--- src/spr_pkg.sv ---
// Purpose: shared constants and carriers for the port PIO setup recovery block
// Assumes: 32-bit APB, byte addresses, one aligned word per register
// Notes:   offsets below are the block's own register map
package spr_pkg;
  // ------------------------------------------------------------------
  // register offsets
  // ------------------------------------------------------------------
  localparam logic [11:0] OFF_INT_STATUS = 12'h010;
  localparam logic [11:0] OFF_TASK_FILE  = 12'h020;
  localparam logic [11:0] OFF_SERIAL_CTL = 12'h02c;
  localparam logic [11:0] OFF_CMD_ISSUE  = 12'h038;
  localparam logic [11:0] OFF_PORT_STATE = 12'h040;
  // ------------------------------------------------------------------
  // field positions
  // ------------------------------------------------------------------
  localparam int PIO_SETUP_BIT = 1;
  localparam int BUSY_BIT      = 7;
  localparam int DRQ_BIT       = 3;
  localparam int DET_LSB       = 0;
  localparam int DET_W         = 4;
  localparam int CI_ISSUE_BIT  = 0;
  localparam int CI_SRST_BIT   = 1;
  localparam int CI_FISC_BIT   = 2;
  localparam int CI_HDRC_BIT   = 3;
  localparam int CI_HDRR_BIT   = 4;
  localparam int PS_LOCK_BIT   = 0;
  localparam int PS_SRST_BIT   = 1;
  localparam int PS_COMR_BIT   = 2;
  // ------------------------------------------------------------------
  // reset values and codes
  // ------------------------------------------------------------------
  localparam logic [31:0] INT_STATUS_RST = 32'h0000_0000;
  localparam logic [7:0]  TASK_FILE_RST  = 8'h7f;
  localparam logic [3:0]  DET_RST        = 4'h0;
  localparam logic [3:0]  DET_COMRESET   = 4'h1;
  localparam logic [1:0]  FRM_REG_D2H    = 2'h0;
  localparam logic [1:0]  FRM_PIO_SETUP  = 2'h1;

  // ------------------------------------------------------------------
  // carriers
  // ------------------------------------------------------------------
  typedef struct packed {
    logic       valid;
    logic [1:0] kind;
    logic       dir_to_host;
    logic [7:0] status;
  } spr_rx_frame_t;

  typedef struct packed {
    logic srst;
    logic fis_c;
    logic hdr_c;
    logic hdr_r;
  } spr_tx_frame_t;

  typedef enum logic [1:0] {
    ST_RUN  = 2'b00,
    ST_LOCK = 2'b01,
    ST_SRST = 2'b11,
    ST_COMR = 2'b10
  } spr_state_t;
endpackage : spr_pkg

--- src/spr_port.sv ---
// Purpose: one serial ATA port, PIO setup handling and stall recovery
// Assumes: frame layer runs on pclk; APB slave with one wait state
// Notes:   lock is cleared by the two-frame software reset or by COMRESET
//
// Behaviour
// - PIO setup frame of either direction sets status bit one in the run state
// - task-file status shows drive busy at bit 7
// - task-file status shows data request at bit 3
// - write setup frame locks port if busy and data request were both clear before it
// - detection field one drives COMRESET on link
module spr_port (
  // clock and reset
  input  wire logic                   pclk,
  input  wire logic                   presetn,
  // apb slave
  input  wire logic                   psel,
  input  wire logic                   penable,
  input  wire logic                   pwrite,
  input  wire logic [11:0]            paddr,
  input  wire logic [31:0]            pwdata,
  output logic      [31:0]            prdata,
  output logic                        pready,
  output logic                        pslverr,
  // frames from the drive
  input  wire spr_pkg::spr_rx_frame_t rx_frame,
  // frames to the drive
  output spr_pkg::spr_tx_frame_t      tx_frame,
  output logic                        tx_valid,
  input  wire logic                   tx_ready,
  // link signalling
  output logic                        comreset
);
  // ------------------------------------------------------------------
  // state
  // ------------------------------------------------------------------
  spr_pkg::spr_state_t    state_r,     state_nxt;
  logic [31:0]            int_r,       int_nxt;
  logic [7:0]             tfd_r,       tfd_nxt;
  logic [3:0]             det_r,       det_nxt;
  spr_pkg::spr_tx_frame_t txf_r,       txf_nxt;
  logic                   txv_r,       txv_nxt;
  logic                   comr_r,      comr_nxt;
  logic [31:0]            prdata_r,    prdata_nxt;
  logic                   pready_r,    pready_nxt;
  logic                   pslverr_r,   pslverr_nxt;

  logic                   acc;
  logic                   wr_done;
  logic                   mapped;
  logic                   tx_fire;
  logic                   pio_wr;
  logic                   lock_hit;

  assign acc      = psel && penable && !pready_r;
  assign wr_done  = psel && penable && pready_r && pwrite && !pslverr_r;
  assign tx_fire  = txv_r && tx_ready;
  assign pio_wr   = rx_frame.valid && rx_frame.kind == spr_pkg::FRM_PIO_SETUP && !rx_frame.dir_to_host;
  // flags as held when the frame lands, before it updates them
  assign lock_hit = pio_wr && !tfd_r[spr_pkg::BUSY_BIT] && !tfd_r[spr_pkg::DRQ_BIT];

  always_comb begin
    unique case (paddr)
      spr_pkg::OFF_INT_STATUS,
      spr_pkg::OFF_TASK_FILE,
      spr_pkg::OFF_SERIAL_CTL,
      spr_pkg::OFF_CMD_ISSUE,
      spr_pkg::OFF_PORT_STATE: mapped = 1'b1;
      default:                 mapped = 1'b0;
    endcase
  end

  // ------------------------------------------------------------------
  // apb answer: one wait state so read data comes from a flop
  // ------------------------------------------------------------------
  always_comb begin
    pready_nxt  = acc;
    pslverr_nxt = acc && !mapped;
    prdata_nxt  = 32'h0000_0000;
    if (acc && !pwrite) begin
      unique case (paddr)
        spr_pkg::OFF_INT_STATUS: prdata_nxt = int_r;
        spr_pkg::OFF_TASK_FILE:  prdata_nxt = {24'h00_0000, tfd_r};
        spr_pkg::OFF_SERIAL_CTL: prdata_nxt = {28'h000_0000, det_r};
        spr_pkg::OFF_CMD_ISSUE:  prdata_nxt = {27'h000_0000, txf_r.hdr_r, txf_r.hdr_c,
                                               txf_r.fis_c, txf_r.srst, txv_r};
        spr_pkg::OFF_PORT_STATE: prdata_nxt = {29'h0000_0000, state_r == spr_pkg::ST_COMR,
                                               state_r == spr_pkg::ST_SRST,
                                               state_r == spr_pkg::ST_LOCK};
        default:                 prdata_nxt = 32'h0000_0000;
      endcase
    end
  end

  always_ff @(posedge pclk or negedge presetn) begin
    if (!presetn) begin
      pready_r  <= 1'b0;
      pslverr_r <= 1'b0;
      prdata_r  <= 32'h0000_0000;
    end else begin
      pready_r  <= pready_nxt;
      pslverr_r <= pslverr_nxt;
      prdata_r  <= prdata_nxt;
    end
  end

  // ------------------------------------------------------------------
  // port registers, frame handling and recovery
  // ------------------------------------------------------------------
  always_comb begin
    state_nxt = state_r;
    int_nxt   = int_r;
    tfd_nxt   = tfd_r;
    det_nxt   = det_r;
    txf_nxt   = txf_r;
    txv_nxt   = txv_r;
    comr_nxt  = comr_r;

    // software writes first so hardware sets below win over a clear
    if (wr_done) begin
      unique case (paddr)
        spr_pkg::OFF_INT_STATUS: int_nxt = int_r & ~pwdata;
        spr_pkg::OFF_SERIAL_CTL: det_nxt = pwdata[spr_pkg::DET_LSB +: spr_pkg::DET_W];
        spr_pkg::OFF_CMD_ISSUE: begin
          // one-deep list: an issue while a frame waits is dropped
          if (pwdata[spr_pkg::CI_ISSUE_BIT] && !txv_r) begin
            txv_nxt       = 1'b1;
            txf_nxt.srst  = pwdata[spr_pkg::CI_SRST_BIT];
            txf_nxt.fis_c = pwdata[spr_pkg::CI_FISC_BIT];
            txf_nxt.hdr_c = pwdata[spr_pkg::CI_HDRC_BIT];
            txf_nxt.hdr_r = pwdata[spr_pkg::CI_HDRR_BIT];
          end
        end
        default: ;
      endcase
    end

    if (tx_fire) begin
      txv_nxt = 1'b0;
      // clear-busy-on-acknowledge
      if (txf_r.hdr_c) tfd_nxt[spr_pkg::BUSY_BIT] = 1'b0;
    end

    unique case (state_r)
      spr_pkg::ST_RUN: begin
        if (rx_frame.valid) begin
          tfd_nxt = rx_frame.status;
          if (rx_frame.kind == spr_pkg::FRM_PIO_SETUP) begin
            int_nxt[spr_pkg::PIO_SETUP_BIT] = 1'b1;
          end
        end
        if (lock_hit) state_nxt = spr_pkg::ST_LOCK;
      end
      spr_pkg::ST_LOCK: begin
        if (tx_fire && txf_r.srst && txf_r.hdr_r && txf_r.hdr_c) state_nxt = spr_pkg::ST_SRST;
      end
      spr_pkg::ST_SRST: begin
        if (tx_fire && !txf_r.srst && !txf_r.hdr_r && !txf_r.hdr_c) state_nxt = spr_pkg::ST_RUN;
        else if (tx_fire) state_nxt = spr_pkg::ST_LOCK;
      end
      spr_pkg::ST_COMR: begin
        if (det_r != spr_pkg::DET_COMRESET) state_nxt = spr_pkg::ST_RUN;
      end
      default: state_nxt = spr_pkg::ST_RUN;
    endcase

    if (det_r == spr_pkg::DET_COMRESET) begin
      state_nxt = spr_pkg::ST_COMR;
      tfd_nxt   = spr_pkg::TASK_FILE_RST;
    end
    comr_nxt = (det_nxt == spr_pkg::DET_COMRESET);
  end

  always_ff @(posedge pclk or negedge presetn) begin
    if (!presetn) begin
      state_r <= spr_pkg::ST_RUN;
      int_r   <= spr_pkg::INT_STATUS_RST;
      tfd_r   <= spr_pkg::TASK_FILE_RST;
      det_r   <= spr_pkg::DET_RST;
      txf_r   <= '0;
      txv_r   <= 1'b0;
      comr_r  <= 1'b0;
    end else begin
      state_r <= state_nxt;
      int_r   <= int_nxt;
      tfd_r   <= tfd_nxt;
      det_r   <= det_nxt;
      txf_r   <= txf_nxt;
      txv_r   <= txv_nxt;
      comr_r  <= comr_nxt;
    end
  end

  assign prdata   = prdata_r;
  assign pready   = pready_r;
  assign pslverr  = pslverr_r;
  assign tx_frame = txf_r;
  assign tx_valid = txv_r;
  assign comreset = comr_r;
endmodule // spr_port

--- config.mk ---
export PLATFORM = sky130hd
export DESIGN_NAME = spr_port
export DESIGN_NICKNAME = d
export VERILOG_FILES = /design/src/spr_pkg.sv /design/src/spr_port.sv
export SDC_FILE = /design/constraint.sdc
export NUM_CORES = 1
export LEC_CHECK = 0
export BUFFER_PORTS_ARGS = -buffer_cell sky130_fd_sc_hd__buf_2
export CAP_MARGIN = 20
export CORE_UTILIZATION = 53
export CTS_BUF_LIST = sky130_fd_sc_hd__clkbuf_4
export CTS_CLUSTER_DIAMETER = 60
export DETAILED_ROUTE_END_ITERATION = 7
export PLACE_DENSITY = 0.82
export SYNTH_ARGS = -nofsm -noshare
export SYNTH_HDL_FRONTEND = slang
export SYNTH_SLANG_ARGS = --single-unit
--- constraint.sdc ---
create_clock -name pclk -period 2.1 [get_ports pclk]
set_input_delay 0.21 -clock pclk [delete_from_list [all_inputs] [get_ports pclk]]
set_output_delay 0.21 -clock pclk [all_outputs]
set_load 0.05 [all_outputs]
Word-level counts from Yosys, hierarchy flattened
Index checks and enable logic that the tools add are counted.
{ "totals": {"input_bits": 62, "register_bits": 86, "output_inout_bits": 40, "word_cells": 101} }
{ "classes": {"muxes": 26, "reduce_logical": 42, "n_bitwise": 2, "eq_ne": 16} }
{ "ops": {"columns": ["op", "n"], "rows": [
  ["$pmux 32 s5", 1],
  ["$eq 12x6->1 const B", 3],
  ["$and 32x32->32", 1],
  ["$mux 32", 1],
  ["$not 32->32", 1],
  ["$mux 8", 3],
  ["$logic_and 1x1->1", 19],
  ["$mux 2", 8],
  ["$eq 12x5->1 const B", 1],
  ["$eq 12x7->1 const B", 1],
  ["$logic_not 1->1", 11],
  ["$mux 1", 10],
  ["$reduce_bool 2->1", 5],
  ["$eq 4x1->1 const B", 2],
  ["$mux 4", 2],
  ["$pmux 2 s4", 1],
  ["$ne 3x1->1 const B", 2],
  ["$reduce_and 3->1", 2],
  ["$reduce_or 5->1", 1],
  ["$eq 2x1->1 const B", 2],
  ["$eq 2x2->1 const B", 2],
  ["$ne 4x1->1 const B", 1],
  ["$ne 4x2->1 const B", 1],
  ["$reduce_and 2->1", 2],
  ["other kinds (3)", 3]
]} }

Longest topological paths before layout
{ "depth": {"depth_word": 8, "depth_mapped": 6, "ltp_nobuf": 4} }

Worst setup path after synthesis
Ideal clock, no wire load.
{ "synth_path": {"kind": "reg2reg", "startpoint": "register pready_r (netlist: pready)", "endpoint": "register prdata_r[5] (netlist: prdata[5])", "arrival_ns": 1.566, "path_stages_with_launch": 5, "synth_period_minus_slack_ns": 1.667, "path_buffers": 1, "required_time_ns": 1.999, "path_slack_ns": 0.433, "cell_sequence": "dfrtp_1 > nor2_1 > or4b_1 > buf_2 > nor4_1"} }
{ "synth_between": {"elab_chain_len": 4} }
{ "synth_lines": {"columns": ["item", "line_no", "source"], "rows": [
  ["from (decl)", "spr_port.sv:44", "logic pready_r, pready_nxt;"],
  ["from (signal assigned)", "spr_port.sv:100", "pready_r <= pready_nxt;"],
  ["$logic_not 1->1", "spr_port.sv:54", "assign acc = psel && penable && !pready_r;"],
  ["$logic_and 1x1->1", "spr_port.sv:54", null],
  ["via acc", "spr_port.sv:47", "logic acc;"],
  ["$logic_and 1x1->1", "spr_port.sv:79", "if (acc && !pwrite) begin"],
  ["$mux 32", "spr_port.sv:79", null],
  ["via prdata_nxt[5]", "spr_port.sv:43", "logic [31:0] prdata_r, prdata_nxt;"],
  ["to (signal assigned)", "spr_port.sv:102", "prdata_r <= prdata_nxt;"],
  ["to (decl)", "spr_port.sv:43", null]
]} }
The timed path passes the listed nets, and every way through them passes these cells.
A chain may end at the register's enable or synchronous reset.

Worst setup path in the final report
{ "layout_path": {"startpoint": "register pslverr_r (netlist: pslverr)", "endpoint": "register txf_r (netlist bit tx_frame[0])"} }
{ "layout_between": {"elab_chain_len": 3} }
{ "layout_lines": {"columns": ["item", "line_no", "source"], "rows": [
  ["from (decl)", "spr_port.sv:45", "logic pslverr_r, pslverr_nxt;"],
  ["from (signal assigned)", "spr_port.sv:101", "pslverr_r <= pslverr_nxt;"],
  ["$logic_not 1->1", "spr_port.sv:55", "assign wr_done = psel && penable && pready_r && pwrite && !pslverr_r;"],
  ["$logic_and 1x1->1", "spr_port.sv:55", null],
  ["$reduce_and 3->1 (no source line)", null, null],
  ["to (signal assigned)", "spr_port.sv:187", "txf_r <= txf_nxt;"],
  ["to (decl)", "spr_port.sv:40", "spr_pkg::spr_tx_frame_t txf_r, txf_nxt;"]
]} }
Every way passes these cells.

==> metrics.md <==
| Metric | Value |
|---|---|
| Pre-Repair DR Iteration Count | 4 |
| Least-Margin Pin Slew | 0.7968 ns |
| Netlist Area Pre-Place | 3446 um^2 |
| GRT overflow | 0 |
| Layout cells sized above 1 | 33.73% |
| Sum Neg Setup Slack | 0 ns |
| Clock Skews | 0.01248 ns |
| Pin count of the biggest net entering global routing | 67 |
| Row count | 29 |
| Die span in y | 82.63 um |
| Crit path kind | flip-flop to flip-flop |
| Final Util | 72.14% |
| Number of max-cap violations | 0 |
| Clock latency on the worst-skew pair | 0.43 ns |
| Final hold slack | 0.01638 ns |
| Syn_area_per_cell | 12.39 um^2 |
| Number of max-slew violations in the final report | 0 |
| Power per cell area | 696.8 nW/um^2 |
| CP Max Fanout | 5 |
| Die ar. | 6828 um^2 |
| Peak VDD IR | 0.0005811 V |
| Core Area | 6314 um^2 |
| Fillcell total | 456 |
| Multi-input logic area | 1215 um^2 |
| Total power | 0.003173 W |
| Slew margin rel. | 46.88% |
| Unrepaired setup endpoints after global routing | false |
| # IOs | 102 |
| Fin crit share | 79.87% |
| Status | completed |
| CTS tree | done |
| Syn Inst Count | 278 |
| Post-DRT Antenna Nets | 0 |
| Initial Util | 54.58% |
| Synth cell types | 44 |
| HP Class | input pin to flip-flop |
| Critical Path AT | 2.00 ns |
| Period minus WS final | 1.677 ns |
| Final Setup Violations | 0 |
| Asr flop ratio synth | 100.0% |
| First-pass GRT wire length | 11720 um |
| Leak | 2.335 nW |
| Root buffer cell | clkbuf_4 |
| Post-Syn Nets | 340 |
| Vias in the first global route | 2461 |
| Seq. cell area | 2161 um^2 |
| Area grow syn2layout | 32.17% |
| Die X | 82.63 um |
| Max Clock Freq | 596.2 MHz |
| Worst setup SP type | flip-flop |
| Worst setup EP type | flip-flop |
| Req. time, crit path | 2.42 ns |
| Fin. Hold Viols | 0 |
| Post-DP HPWL | 5204 um |
| Number of port buffers | 101 |
| Antenna violations before repair | 0 |
| GRT Overall Usage | 23.99% |
| # H-tree levels | 3 |
| Vias per inst | 5.365 |
| Synth warnings | 0 |
| CTS buffer count | 9 |
| Post-synthesis sequential area ratio | 62.71% |
| Clock sink count | 86 |
| DRC errors left | 0 |
| Ant diodes | 0 |
| Final WL | 7730 um |
| #FFs+latches synth | 86 |
| Vias | 2688 |
| Post-synth EDFFs | 0 |
| Layout Nets | 482 |
| CTS max path bufs | 2 |
| WL per Instance | 15.43 um |
| Clock-pin transition on the worst setup and hold timing paths | 0.13 ns |
| Routability cong. | 0.8732 |
| Initial DRC count | 110 |
| Ys flop type | dfrtp_1 |
[cell type report]
type,instances,share of cell area [%]
inverter,3,0.2473
multi-input combinational,175,26.68
tap,77,2.115
timing repair buffer,145,20.44
clock buffer,9,1.484
sequential,86,47.44
clock inverter,6,1.593
[critical path: stages, from the launching register on]
cell	delay, ns
dfrtp_1	0.40
nor3_1	0.41
nand4_1	0.38
mux2_2	0.38
[kinds of logic (layout without fill, tap and decap cells)]
kind of cell / count (synthesis) / in the layout / synth area share [%]
compound gates: 61 / 61 / 13.14
xor+xnor: 1 / 1 / 0.2542
buf+inv: 17 / 163 / 2.033
flops: 86 / 86 / 62.71
mux: 9 / 9 / 2.905
simple gates: 104 / 104 / 18.95
[per-stage QoR]
stage	setup slack, ns	instances	cell area, um^2
floorplan	0.4331	278	3446
global placement	0.3309	449	4044
detailed placement	0.2626	449	4044
CTS	0.4166	500	4544
global route	0.3109	501	4554
finish	0.4228	501	4554
[power breakdown]
group          leakage [nW]  switching [W]  internal (W)
Sequential             1.17      0.0000753       0.00179
Clock                0.0726       0.000578      0.000367
Combinational          1.10       0.000190      0.000177
Total                  2.33       0.000843       0.00233
[what timing repair did]
action,in CTS,in global routing
setup buffers,0,0
hold buffers,36,1
endpoints found under the hold margin,92,1
gates resized for setup,0,0
[cells in the mapped netlist, types with 2 or more instances]
master	instances	area (um^2)
inv_1	3	11.26
and4_1	3	26.28
nor4b_1	4	35.03
a21oi_1	2	10.01
buf_2	5	25.02
and2_1	26	162.7
a22oi_1	5	37.54
nand4_1	2	12.51
clkbuf_1	9	33.78
nor4b_4	2	47.55
a21o_1	2	15.01
dfrtp_1	79	1977
a32o_1	2	20.02
nand3b_1	3	22.52
nor4_1	3	18.77
nor2b_1	3	18.77
nand2_1	22	82.58
o21ai_0	5	25.02
nor2_1	6	22.52
a21boi_0	32	240.2
nor3_1	4	20.02
nand3_1	11	55.05
or4b_2	2	20.02
and3_1	7	43.79
dfstp_2	7	183.9
a211oi_1	4	30.03
mux2_2	8	90.09
[worst paths after layout]
check / start / to / slack, ns / cells after the start
worst max-delay path: pslverr / tx_frame[0] / 0.42 / 3
worst min-delay path: rx_frame[2] / tfd_r[2] / 0.02 / 3
worst max register to register: pslverr / tx_frame[0] / 0.42 / 3
worst min register to register: int_r[18] / prdata[18] / 0.47 / 1
max in group asynchronous: presetn / prdata[7] / 1.02 / 3
min in group asynchronous: presetn / prdata[30] / 0.38 / 2
[registers in the layout, indices dropped and copies added (netlist names)]
signal	count
state_r	2
pready	1
comreset	1
tx_frame	4
prdata	32
pslverr	1
tfd_r	8
tx_valid	1
det_r	4
int_r	32
[cells in the final DEF, fill, tap and decap left out, types with 8 or more instances in the layout]
cell type / n
dlygate4sd3_1: 37
nand2_1: 22
mux2_2: 8
a21boi_0: 32
buf_2: 100
nand3_1: 11
buf_4: 8
and2_1: 26
dfrtp_1: 79
clkbuf_4: 9
[layer usage]
layer | vias to the layer above | global-route usage, % | wire length, um
met3 | 14 | 4.725 | 465
met2 | 107 | 39.59 | 3855
met4 | 0 | 9.828 | 138
met5 | - | 0 | 0
met1 | 1286 | 31.06 | 3271
li1 | 1281 | - | -
(Power assumes the default switching activity.)
